$ cat config.mk
export PLATFORM = sky130hd
export DESIGN_NAME = vcmd_port
export DESIGN_NICKNAME = d
export VERILOG_FILES = /design/src/verilog/vcmd_pkg.sv /design/src/verilog/vcmd_port.sv /design/src/verilog/vcmd_apb_slave.sv /design/src/verilog/vcmd_id_pool.sv
export SDC_FILE = /design/constraint.sdc
export NUM_CORES = 1
export LEC_CHECK = 0
export BUFFER_PORTS_ARGS = -buffer_cell sky130_fd_sc_hd__buf_2
export CORE_MARGIN = 10
export CORE_UTILIZATION = 35
export DETAILED_ROUTE_END_ITERATION = 8
export MAX_ROUTING_LAYER = met4
export PLACE_DENSITY_LB_ADDON = 0.1
export SYNTH_ARGS = -nofsm -noshare
export SYNTH_HDL_FRONTEND = slang
export SYNTH_SLANG_ARGS = --single-unit
$ cat constraint.sdc
create_clock -name pclk -period 2 [get_ports pclk]
set_input_delay 0.1 -clock pclk [delete_from_list [all_inputs] [get_ports pclk]]
set_output_delay 0.1 -clock pclk [all_outputs]
set_load 0.01 [all_outputs]
$ cat src/verilog/vcmd_pkg.sv
// package: register map, field layout, command codes, status codes and bus types
// assumes a 32-bit APB slave in front of 64-bit registers split into words
package vcmd_pkg;

    // =========================================================
    // register map (byte addresses, word aligned)
    // =========================================================
    localparam logic [11:0] REQ_LO_ADDR   = 12'he10;
    localparam logic [11:0] REQ_HI_ADDR   = 12'he14;
    localparam logic [11:0] REPLY_LO_ADDR = 12'he20;
    localparam logic [11:0] REPLY_HI_ADDR = 12'he24;
    localparam logic [11:0] CTRL_ADDR     = 12'he30;

    // =========================================================
    // field layout
    // =========================================================
    localparam int CODE_LSB   = 0;
    localparam int CODE_W     = 8;
    localparam int ARG_LSB    = 8;
    localparam int ARG_W      = 56;
    localparam int PASID_LSB  = 8;
    localparam int PASID_W    = 20;
    localparam int BUSY_BIT   = 0;
    localparam int STAT_LSB   = 1;
    localparam int CTRL_SUPPORT_BIT = 0;

    // =========================================================
    // reset values
    // =========================================================
    localparam logic [63:0] REQ_RESET   = 64'h0;
    localparam logic [63:0] REPLY_RESET = 64'h0;
    localparam logic        SUPPORT_RESET = 1'b1;
    localparam logic [31:0] UNMAPPED_READ = 32'h0;

    // =========================================================
    // command and status codes
    // =========================================================
    typedef enum logic [7:0] {
        CMD_NULL  = 8'h00,
        CMD_ALLOC = 8'h01,
        CMD_FREE  = 8'h02
    } cmd_code_t;

    typedef enum logic [1:0] {
        ST_OK        = 2'h0,
        ST_UNDEFINED = 2'h1,
        ST_CMD_ERR   = 2'h2
    } status_t;

    typedef enum logic [1:0] {
        PH_IDLE  = 2'b00,
        PH_EXEC  = 2'b01,
        PH_WAIT  = 2'b10
    } phase_t;

    // pool request into the allocator and its answer
    typedef struct packed {
        logic               alloc;
        logic               free;
        logic [PASID_W-1:0] id;
    } pool_req_t;

    typedef struct packed {
        logic               done;
        logic               ok;
        logic [PASID_W-1:0] id;
    } pool_rsp_t;

    typedef struct packed {
        logic        sel;
        logic        enable;
        logic        write;
        logic [11:0] addr;
        logic [31:0] wdata;
    } apb_req_t;

endpackage : vcmd_pkg

$ cat src/verilog/vcmd_port.sv
// Contract
// - argument writes dropped while busy
// - code writes dropped while busy
// - accepted code write clears reply, sets busy
// - codes: 0 null, 1 alloc, 2 free
// - reply result 63:8, bits 7:3 zero
// - status 0 success, 1 undefined command
// - busy bit 1 until completion
// - alloc returns id or status 2
// - free bad id gives status 2, result zero
// - null completes success, zero result
// - unsupported: both registers read zero, ignore writes
//
// top of the virtual command port: apb registers, command sequencer
// assumes apb master on pclk; 64-bit registers reached as two 32-bit words
//
// The APB register port was decided locally.
`timescale 1ns/1ns
module vcmd_port
    import vcmd_pkg::*;
(
    // clock and reset
    input  wire logic        pclk,
    input  wire logic        presetn,
    // apb slave
    input  wire logic        psel,
    input  wire logic        penable,
    input  wire logic        pwrite,
    input  wire logic [11:0] paddr,
    input  wire logic [31:0] pwdata,
    output logic      [31:0] prdata,
    output logic             pready,
    output logic             pslverr,
    // status
    output logic             busy
);

    // =========================================================
    // state
    // =========================================================
    typedef struct packed {
        logic [63:0] request;
        logic [63:0] reply;
        logic        support;
        phase_t      phase;
        logic [31:0] rdata;
        logic        ready;
        logic        busy;
    } port_state_t;

    port_state_t st_reg;
    port_state_t st_next;

    apb_req_t    bus;
    logic        wr_stb;
    logic        rd_stb;
    pool_req_t   preq;
    pool_rsp_t   prsp;

    always_comb begin
        bus.sel    = psel;
        bus.enable = penable;
        bus.write  = pwrite;
        bus.addr   = paddr;
        bus.wdata  = pwdata;
    end

    vcmd_apb_slave u_slave (
        .pclk    (pclk),
        .presetn (presetn),
        .bus     (bus),
        .wr_stb  (wr_stb),
        .rd_stb  (rd_stb)
    );

    vcmd_id_pool u_pool (
        .pclk    (pclk),
        .presetn (presetn),
        .req     (preq),
        .rsp     (prsp)
    );

    // =========================================================
    // pool request: issued in the cycle the sequencer executes
    // =========================================================
    always_comb begin
        preq       = '0;
        preq.id    = st_reg.request[PASID_LSB +: PASID_W];
        if (st_reg.phase == PH_EXEC) begin
            preq.alloc = st_reg.request[CODE_LSB +: CODE_W] == CMD_ALLOC;
            preq.free  = st_reg.request[CODE_LSB +: CODE_W] == CMD_FREE;
        end
    end

    // =========================================================
    // next state
    // =========================================================
    always_comb begin
        logic [7:0] code;
        code          = st_reg.request[CODE_LSB +: CODE_W];
        st_next       = st_reg;
        st_next.ready = 1'b0;
        st_next.busy  = st_reg.reply[BUSY_BIT];

        // register writes
        if (wr_stb && !st_reg.ready) begin
            st_next.ready = 1'b1;
            if (bus.addr == CTRL_ADDR) begin
                st_next.support = bus.wdata[CTRL_SUPPORT_BIT];
            end else if (st_reg.support && !st_reg.reply[BUSY_BIT]) begin
                if (bus.addr == REQ_HI_ADDR) begin
                    st_next.request[63:32] = bus.wdata;
                end else if (bus.addr == REQ_LO_ADDR) begin
                    // low word holds the code: writing it starts a command
                    st_next.request[31:0] = bus.wdata;
                    st_next.reply = REPLY_RESET;
                    st_next.reply[BUSY_BIT] = 1'b1;
                    st_next.phase = PH_EXEC;
                end
            end
        end

        // register reads
        if (rd_stb && !st_reg.ready) begin
            st_next.ready = 1'b1;
            st_next.rdata = UNMAPPED_READ;
            if (bus.addr == CTRL_ADDR) begin
                st_next.rdata = {31'h0, st_reg.support};
            end else if (st_reg.support) begin
                case (bus.addr)
                    REQ_LO_ADDR:   st_next.rdata = st_reg.request[31:0];
                    REQ_HI_ADDR:   st_next.rdata = st_reg.request[63:32];
                    REPLY_LO_ADDR: st_next.rdata = st_reg.reply[31:0];
                    REPLY_HI_ADDR: st_next.rdata = st_reg.reply[63:32];
                    default:       st_next.rdata = UNMAPPED_READ;
                endcase
            end
        end

        // command sequencer
        case (st_reg.phase)
            PH_IDLE: begin
                // result was posted last cycle with busy held: drop busy
                // now; no request write can be accepted while busy is still set
                if (st_reg.reply[BUSY_BIT]) begin
                    st_next.reply[BUSY_BIT] = 1'b0;
                end
            end
            PH_EXEC: begin
                case (code)
                    CMD_NULL: begin
                        // zero result, success
                        st_next.reply = REPLY_RESET;
                        st_next.phase = PH_IDLE;
                    end
                    CMD_ALLOC, CMD_FREE: begin
                        st_next.phase = PH_WAIT;
                    end
                    default: begin
                        st_next.reply = REPLY_RESET;
                        st_next.reply[STAT_LSB +: 2] = ST_UNDEFINED;
                        st_next.phase = PH_IDLE;
                    end
                endcase
            end
            PH_WAIT: begin
                if (prsp.done) begin
                    st_next.reply = REPLY_RESET;
                    // busy stays one more cycle so a chained write is dropped
                    st_next.reply[BUSY_BIT] = 1'b1;
                    if (!prsp.ok) begin
                        st_next.reply[STAT_LSB +: 2] = ST_CMD_ERR;
                    end else if (code == CMD_ALLOC) begin
                        st_next.reply[PASID_LSB +: PASID_W] = prsp.id;
                    end
                    st_next.phase = PH_IDLE;
                end
            end
            default: begin
                st_next.phase = PH_IDLE;
            end
        endcase
    end

    always_ff @(posedge pclk or negedge presetn) begin
        if (!presetn) begin
            st_reg         <= '0;
            st_reg.request <= REQ_RESET;
            st_reg.reply   <= REPLY_RESET;
            st_reg.support <= SUPPORT_RESET;
            st_reg.phase   <= PH_IDLE;
        end else begin
            st_reg <= st_next;
        end
    end

    // =========================================================
    // outputs
    // =========================================================
    always_comb begin
        prdata  = st_reg.rdata;
        pready  = st_reg.ready;
        pslverr = 1'b0;
        busy    = st_reg.busy;
    end

endmodule : vcmd_port

$ cat src/verilog/vcmd_apb_slave.sv
// apb slave front end: turns an apb access into read/write strobes held for the whole access phase
// assumes pclk domain master; vcmd_port answers every access after one wait state
`timescale 1ns/1ns
module vcmd_apb_slave
    import vcmd_pkg::*;
(
    // clock and reset
    input  wire logic        pclk,
    input  wire logic        presetn,
    // apb request
    input  wire apb_req_t    bus,
    // decoded strobes
    output logic             wr_stb,
    output logic             rd_stb
);

    // =========================================================
    // strobes
    // =========================================================
    always_comb begin
        wr_stb = bus.sel & bus.enable & bus.write;
        rd_stb = bus.sel & bus.enable & ~bus.write;
    end

endmodule : vcmd_apb_slave

$ cat src/verilog/vcmd_id_pool.sv
// identifier pool: one bit per identifier, allocate lowest free, free by id
// assumes one request at a time; answers one cycle after the request
`timescale 1ns/1ns
module vcmd_id_pool
    import vcmd_pkg::*;
#(
    parameter int POOL_SIZE = 16
) (
    // clock and reset
    input  wire logic      pclk,
    input  wire logic      presetn,
    // request and answer
    input  wire pool_req_t req,
    output pool_rsp_t      rsp
);

    typedef struct packed {
        logic [POOL_SIZE-1:0] used;
        pool_rsp_t            rsp;
    } pool_state_t;

    pool_state_t st_reg;
    pool_state_t st_next;

    // =========================================================
    // next state
    // =========================================================
    always_comb begin
        st_next          = st_reg;
        st_next.rsp.done = 1'b0;
        if (req.alloc) begin
            st_next.rsp.done = 1'b1;
            st_next.rsp.ok   = 1'b0;
            st_next.rsp.id   = '0;
            for (int i = POOL_SIZE - 1; i >= 0; i--) begin
                if (!st_reg.used[i]) begin
                    st_next.rsp.ok = 1'b1;
                    st_next.rsp.id = PASID_W'(i);
                end
            end
            if (st_next.rsp.ok) begin
                st_next.used[st_next.rsp.id[$clog2(POOL_SIZE)-1:0]] = 1'b1;
            end
        end else if (req.free) begin
            st_next.rsp.done = 1'b1;
            st_next.rsp.id   = '0;
            st_next.rsp.ok   = (req.id < PASID_W'(POOL_SIZE))
                && st_reg.used[req.id[$clog2(POOL_SIZE)-1:0]];
            if (st_next.rsp.ok) begin
                st_next.used[req.id[$clog2(POOL_SIZE)-1:0]] = 1'b0;
            end
        end
    end

    always_ff @(posedge pclk or negedge presetn) begin
        if (!presetn) begin
            st_reg <= '0;
        end else begin
            st_reg <= st_next;
        end
    end

    always_comb begin
        rsp = st_reg.rsp;
    end

endmodule : vcmd_id_pool

==> metrics.txt <==
# TYPE chip_impl_metric gauge
chip_impl_info{name="status",value="finished, violations left"} 1
chip_impl_info{name="yosysTopAreaCell",value="sky130_fd_sc_hd__dfrtp_1"} 1
chip_impl_metric{name="fin_crit_sh",unit="%"} 106
chip_impl_metric{name="combPwrFrac",unit="%"} 3.8
chip_impl_metric{name="worst_case_vdd_ir_drop",unit="V"} 0.000609
chip_impl_info{name="mostFrequentLayoutCell",value="sky130_fd_sc_hd__dfrtp_1"} 1
chip_impl_info{name="hold-path-endpoint",value="pready"} 1
chip_impl_metric{name="synthesis.yosys.warnings",unit=""} 0
chip_impl_metric{name="synth-compound-area-share",unit="%"} 15.5
chip_impl_metric{name="seq_area_frac_synth",unit="%"} 55.3
chip_impl_info{name="synth_top_family_by_area",value="simple AND/OR/NAND/NOR gates"} 1
chip_impl_metric{name="finalHoldViolCount",unit=""} 0
chip_impl_info{name="classification_of_the_worst_setup_path",value="flip-flop to flip-flop"} 1
chip_impl_metric{name="final_period_minus_worst_setup_slack",unit="ns"} 2.12
chip_impl_metric{name="final-max-slew-violation-count",unit=""} 0
chip_impl_metric{name="nNetsFinal",unit=""} 996
chip_impl_metric{name="clock_path_buffers",unit=""} 2
chip_impl_metric{name="gpl.final_weighted_congestion",unit=""} 0.854
chip_impl_info{name="grt-busiest-layer",value="met2"} 1
chip_impl_metric{name="grt_first_pass_wirelength",unit="mm"} 39.8
chip_impl_metric{name="multiInputGateArea",unit="mm2"} 0.00357
chip_impl_metric{name="post_drt_via_cell_ratio",unit=""} 5.22
chip_impl_metric{name="netlist_area_before_placement",unit="mm2"} 0.00847
chip_impl_metric{name="gr-total-overflow",unit=""} 0
chip_impl_metric{name="n_fill_cell",unit=""} 2221
chip_impl_metric{name="drt_drc_violations_left",unit=""} 0
chip_impl_metric{name="muxShareOfSynthArea",unit="%"} 5.16
chip_impl_metric{name="detail_route.wl_per_cell",unit="um"} 19.7
chip_impl_metric{name="detailroute.via_count",unit=""} 6651
chip_impl_info{name="cts-root-buf",value="sky130_fd_sc_hd__clkbuf_16"} 1
chip_impl_metric{name="pwr_density_cell",unit="mW/mm2"} 662
chip_impl_metric{name="finalSetupViolations",unit=""} 17
chip_impl_info{name="timing.hold.worst.start",value="psel"} 1
chip_impl_metric{name="power.total",unit="uW"} 7340
chip_impl_metric{name="area.sequential",unit="mm2"} 0.00468
chip_impl_metric{name="synth_fa_ha_area_share",unit="%"} 0.591
chip_impl_metric{name="r2r_slack",unit="ns"} -0.12
chip_impl_metric{name="drtIter0Drc",unit=""} 432
chip_impl_metric{name="relSlewSlack",unit="%"} 54.7
chip_impl_info{name="regToRegStartpoint",value="preq[6]"} 1
chip_impl_metric{name="cts.htree.levels",unit=""} 4
chip_impl_metric{name="grt_usage",unit="%"} 16.7
chip_impl_metric{name="sw_frac_of_total",unit="%"} 23.7
chip_impl_metric{name="clock_transition_at_path_regs",unit="ns"} 0.07
chip_impl_info{name="hp-class",value="input pin to flip-flop"} 1
chip_impl_metric{name="fin_skew",unit="ns"} 0.0117
chip_impl_info{name="synth.area.top_cells",value="sky130_fd_sc_hd__dfrtp_1, sky130_fd_sc_hd__nand2_1, sky130_fd_sc_hd__and2_1"} 1
chip_impl_metric{name="cts-buffers-inserted",unit=""} 17
chip_impl_metric{name="drive_above_1_share",unit="%"} 32.6
chip_impl_info{name="violated_checks",value="negative setup slack"} 1
chip_impl_info{name="reg2reg_to",value="u_pool.st_reg[28]"} 1
chip_impl_metric{name="routed_wirelength",unit="mm"} 25.2
chip_impl_metric{name="initial_utilization",unit="%"} 35.9
chip_impl_metric{name="design.die.area",unit="mm2"} 0.0308
chip_impl_metric{name="placeableCoreArea",unit="mm2"} 0.0236
chip_impl_metric{name="synth_xor_area_share",unit="%"} 0
chip_impl_metric{name="hpwl",unit="mm"} 17.1
chip_impl_metric{name="met1_usage",unit="%"} 21.5
chip_impl_metric{name="power.switching",unit="uW"} 1740
chip_impl_metric{name="critPathArrivalTime",unit="ns"} 2.42
chip_impl_metric{name="clkSinkCount",unit=""} 187
chip_impl_metric{name="power.clock.fraction",unit="%"} 44.6
chip_impl_metric{name="critPathRequiredTime",unit="ns"} 2.30
chip_impl_info{name="most-common-layout-cells",value="sky130_fd_sc_hd__dfrtp_1, sky130_fd_sc_hd__nand2_1, sky130_fd_sc_hd__buf_2"} 1
chip_impl_metric{name="synthesized_area_fraction_occupied_by_and_or_nand_nor_cells",unit="%"} 17.5
chip_impl_metric{name="fmax",unit="GHz"} 0.473
chip_impl_metric{name="postSynthAreaPerCell",unit="um2"} 10.8
chip_impl_metric{name="tightest_slew",unit="ns"} 0.670
chip_impl_info{name="yosys_most_used_dff",value="sky130_fd_sc_hd__dfrtp_1"} 1
chip_impl_metric{name="ys_ff_latch",unit=""} 187
chip_impl_metric{name="final_util",unit="%"} 46.9
chip_impl_metric{name="power.static_leakage",unit="uW"} 0.00539
chip_impl_metric{name="synth_cells",unit=""} 786
chip_impl_metric{name="worst-path-max-fanout",unit=""} 9
chip_impl_info{name="crit_path_end_kind",value="flip-flop"} 1
chip_impl_metric{name="placementRows",unit=""} 56
chip_impl_metric{name="largest_register_ff_count",unit=""} 110
chip_impl_metric{name="internal-power",unit="uW"} 5600
chip_impl_metric{name="detail_route.first_pass.iterations",unit=""} 6
chip_impl_metric{name="grt_max_degree",unit=""} 68
chip_impl_metric{name="grtUsageMet2",unit="%"} 27.0
chip_impl_metric{name="clk-insertion-delay-late",unit="ns"} 0.44
chip_impl_metric{name="layout_setup_ws",unit="ns"} -0.115
chip_impl_metric{name="die_h",unit="um"} 176
chip_impl_metric{name="synth_enable_flop_cells",unit=""} 0
chip_impl_metric{name="detail-route-antenna-nets",unit=""} 0
chip_impl_info{name="worstSetupStartpoint",value="preq[6]"} 1
chip_impl_metric{name="asyncSetResetFlopFracSynth",unit="%"} 100
chip_impl_metric{name="worst_r2r_path_depth",unit=""} 5
chip_impl_metric{name="holdPathStages",unit=""} 4
chip_impl_metric{name="insertedDiodeCount",unit=""} 0
chip_impl_metric{name="synth_cell_type_count",unit=""} 59
chip_impl_metric{name="maxCapViolCount",unit=""} 0
chip_impl_metric{name="synthesis.nets",unit=""} 839
chip_impl_metric{name="grt_pass1_vias",unit=""} 7083
chip_impl_metric{name="area_growth_syn_to_layout",unit="%"} 30.9
chip_impl_metric{name="use_met3",unit="%"} 2.29
chip_impl_metric{name="place.port_buffers",unit=""} 82
chip_impl_info{name="worst_setup_path_start_kind",value="flip-flop"} 1
chip_impl_metric{name="synth_top_area_share",unit="%"} 54.9
chip_impl_metric{name="antenna_found_initial",unit=""} 0
chip_impl_metric{name="ios",unit=""} 84
chip_impl_info{name="cts_tree",value="done"} 1
chip_impl_info{name="rsz_0062_raised_after_global_routing",value="true"} 1
chip_impl_metric{name="pwr-share-seq",unit="%"} 51.5
chip_impl_metric{name="die_width",unit="um"} 176
area by class of cell:
type                       instances  share of cell area, %
multi-input combinational        506                   32.2
sequential                       187                   42.2
tap                              319                   3.60
timing repair buffer             219                   16.5
clock inverter                    12                  0.993
clock buffer                      20                   4.12
inverter                          12                  0.406
worst max-delay path, cell delays in order, from the launching register on:
cell and delay [ns]:
sky130_fd_sc_hd__dfrtp_1 0.38, sky130_fd_sc_hd__or4_4 0.57, sky130_fd_sc_hd__or4_4 0.56, sky130_fd_sc_hd__buf_8 0.17, sky130_fd_sc_hd__o41ai_4 0.20, sky130_fd_sc_hd__o21ai_1 0.11
through the flow:
stage	setup slack, ns	instance area, um2	setup TNS [ns]	hold slack, ns	instances
after floorplan	-0.0269	8520	-0.0539	-0.196	786
after global placement	-0.173	9750	-5.74	0.153	1197
after detailed placement	-0.222	9750	-6.91	0.172	1197
after CTS	-0.0978	10900	-1.05	0.0385	1272
after global routing	-0.183	11100	-2.35	0.0725	1275
final	-0.115	11100	-0.951	0.0596	1275
how the worst max path moves through the flow:
stage,endpoint,slack (ns),cells past startpoint
finish,u_pool.st_reg[28],-0.12,5
global route,u_pool.st_reg[25],-0.18,5
detailed placement,u_pool.st_reg[32],-0.22,7
floorplan,u_pool.st_reg[28],-0.03,5
global placement,u_pool.st_reg[33],-0.17,7
CTS,u_pool.st_reg[24],-0.1,5
cells in the mapped netlist (2+ instances only):
cell type,instances
sky130_fd_sc_hd__buf_6,3
sky130_fd_sc_hd__o31ai_1,12
sky130_fd_sc_hd__buf_4,35
sky130_fd_sc_hd__a22oi_1,32
sky130_fd_sc_hd__a221o_1,30
sky130_fd_sc_hd__o41ai_1,4
sky130_fd_sc_hd__mux2i_1,2
sky130_fd_sc_hd__or2_2,4
sky130_fd_sc_hd__and3_1,2
sky130_fd_sc_hd__mux4_2,2
sky130_fd_sc_hd__inv_1,12
sky130_fd_sc_hd__buf_1,2
sky130_fd_sc_hd__mux2_1,3
sky130_fd_sc_hd__nand2_1,125
sky130_fd_sc_hd__dfrtp_1,186
sky130_fd_sc_hd__nor3b_1,2
sky130_fd_sc_hd__nand2b_1,2
sky130_fd_sc_hd__a22o_1,37
sky130_fd_sc_hd__a311oi_1,2
sky130_fd_sc_hd__and2_1,60
sky130_fd_sc_hd__a21oi_1,10
sky130_fd_sc_hd__a21o_1,2
sky130_fd_sc_hd__nor4b_1,2
sky130_fd_sc_hd__nor2b_1,8
sky130_fd_sc_hd__nand3b_1,3
sky130_fd_sc_hd__and3b_1,2
sky130_fd_sc_hd__o21ai_0,26
sky130_fd_sc_hd__clkbuf_1,38
sky130_fd_sc_hd__a211oi_1,2
sky130_fd_sc_hd__ha_1,4
sky130_fd_sc_hd__or4_1,5
sky130_fd_sc_hd__nor4_1,10
sky130_fd_sc_hd__buf_2,3
sky130_fd_sc_hd__mux2_2,30
sky130_fd_sc_hd__a31oi_1,3
sky130_fd_sc_hd__nand3_1,12
sky130_fd_sc_hd__nand4_1,7
sky130_fd_sc_hd__nor2_1,41
routing by layer:
| layer | up-vias | routed length (um) |
|---|---|---|
| li1 | 3093 | - |
| met1 | 3386 | 11600 |
| met2 | 147 | 12300 |
| met3 | 25 | 818 |
| met4 | 0 | 379 |
| met5 | - | 0 |
kinds of logic (layout without fill, tap and decap cells):
logic type / Yosys count / in the layout
AO/OA/AOI/OAI: 169 / 169
adder cells (fa/ha/maj): 4 / 4
multiplexers: 37 / 37
AND/OR/NAND/NOR: 295 / 295
other: 1 / 1
flip-flops: 187 / 187
buffers and inverters: 93 / 263
power by group through the flow:
| stage | clock network, uW | logic (uW) | registers, uW |
|---|---|---|---|
| final | 3280 | 282 | 3780 |
| after global routing | 3530 | 313 | 3780 |
| after CTS | 3370 | 290 | 3780 |
| after detailed placement | 0 | 239 | 3850 |
| after global placement | 0 | 231 | 3850 |
| after floorplan | 0 | 41.3 | 3860 |
repair_timing:
item,4_1_cts,5_1_grt
endpoints found under the hold margin,129,0
pin swaps,10,24
gates cloned,3,2
resized for setup,33,40
buffers inserted,9,2
hold buffers,33,0
setup endpoints to repair,59,78
Note: power is estimated with default switching activity, not from simulation.
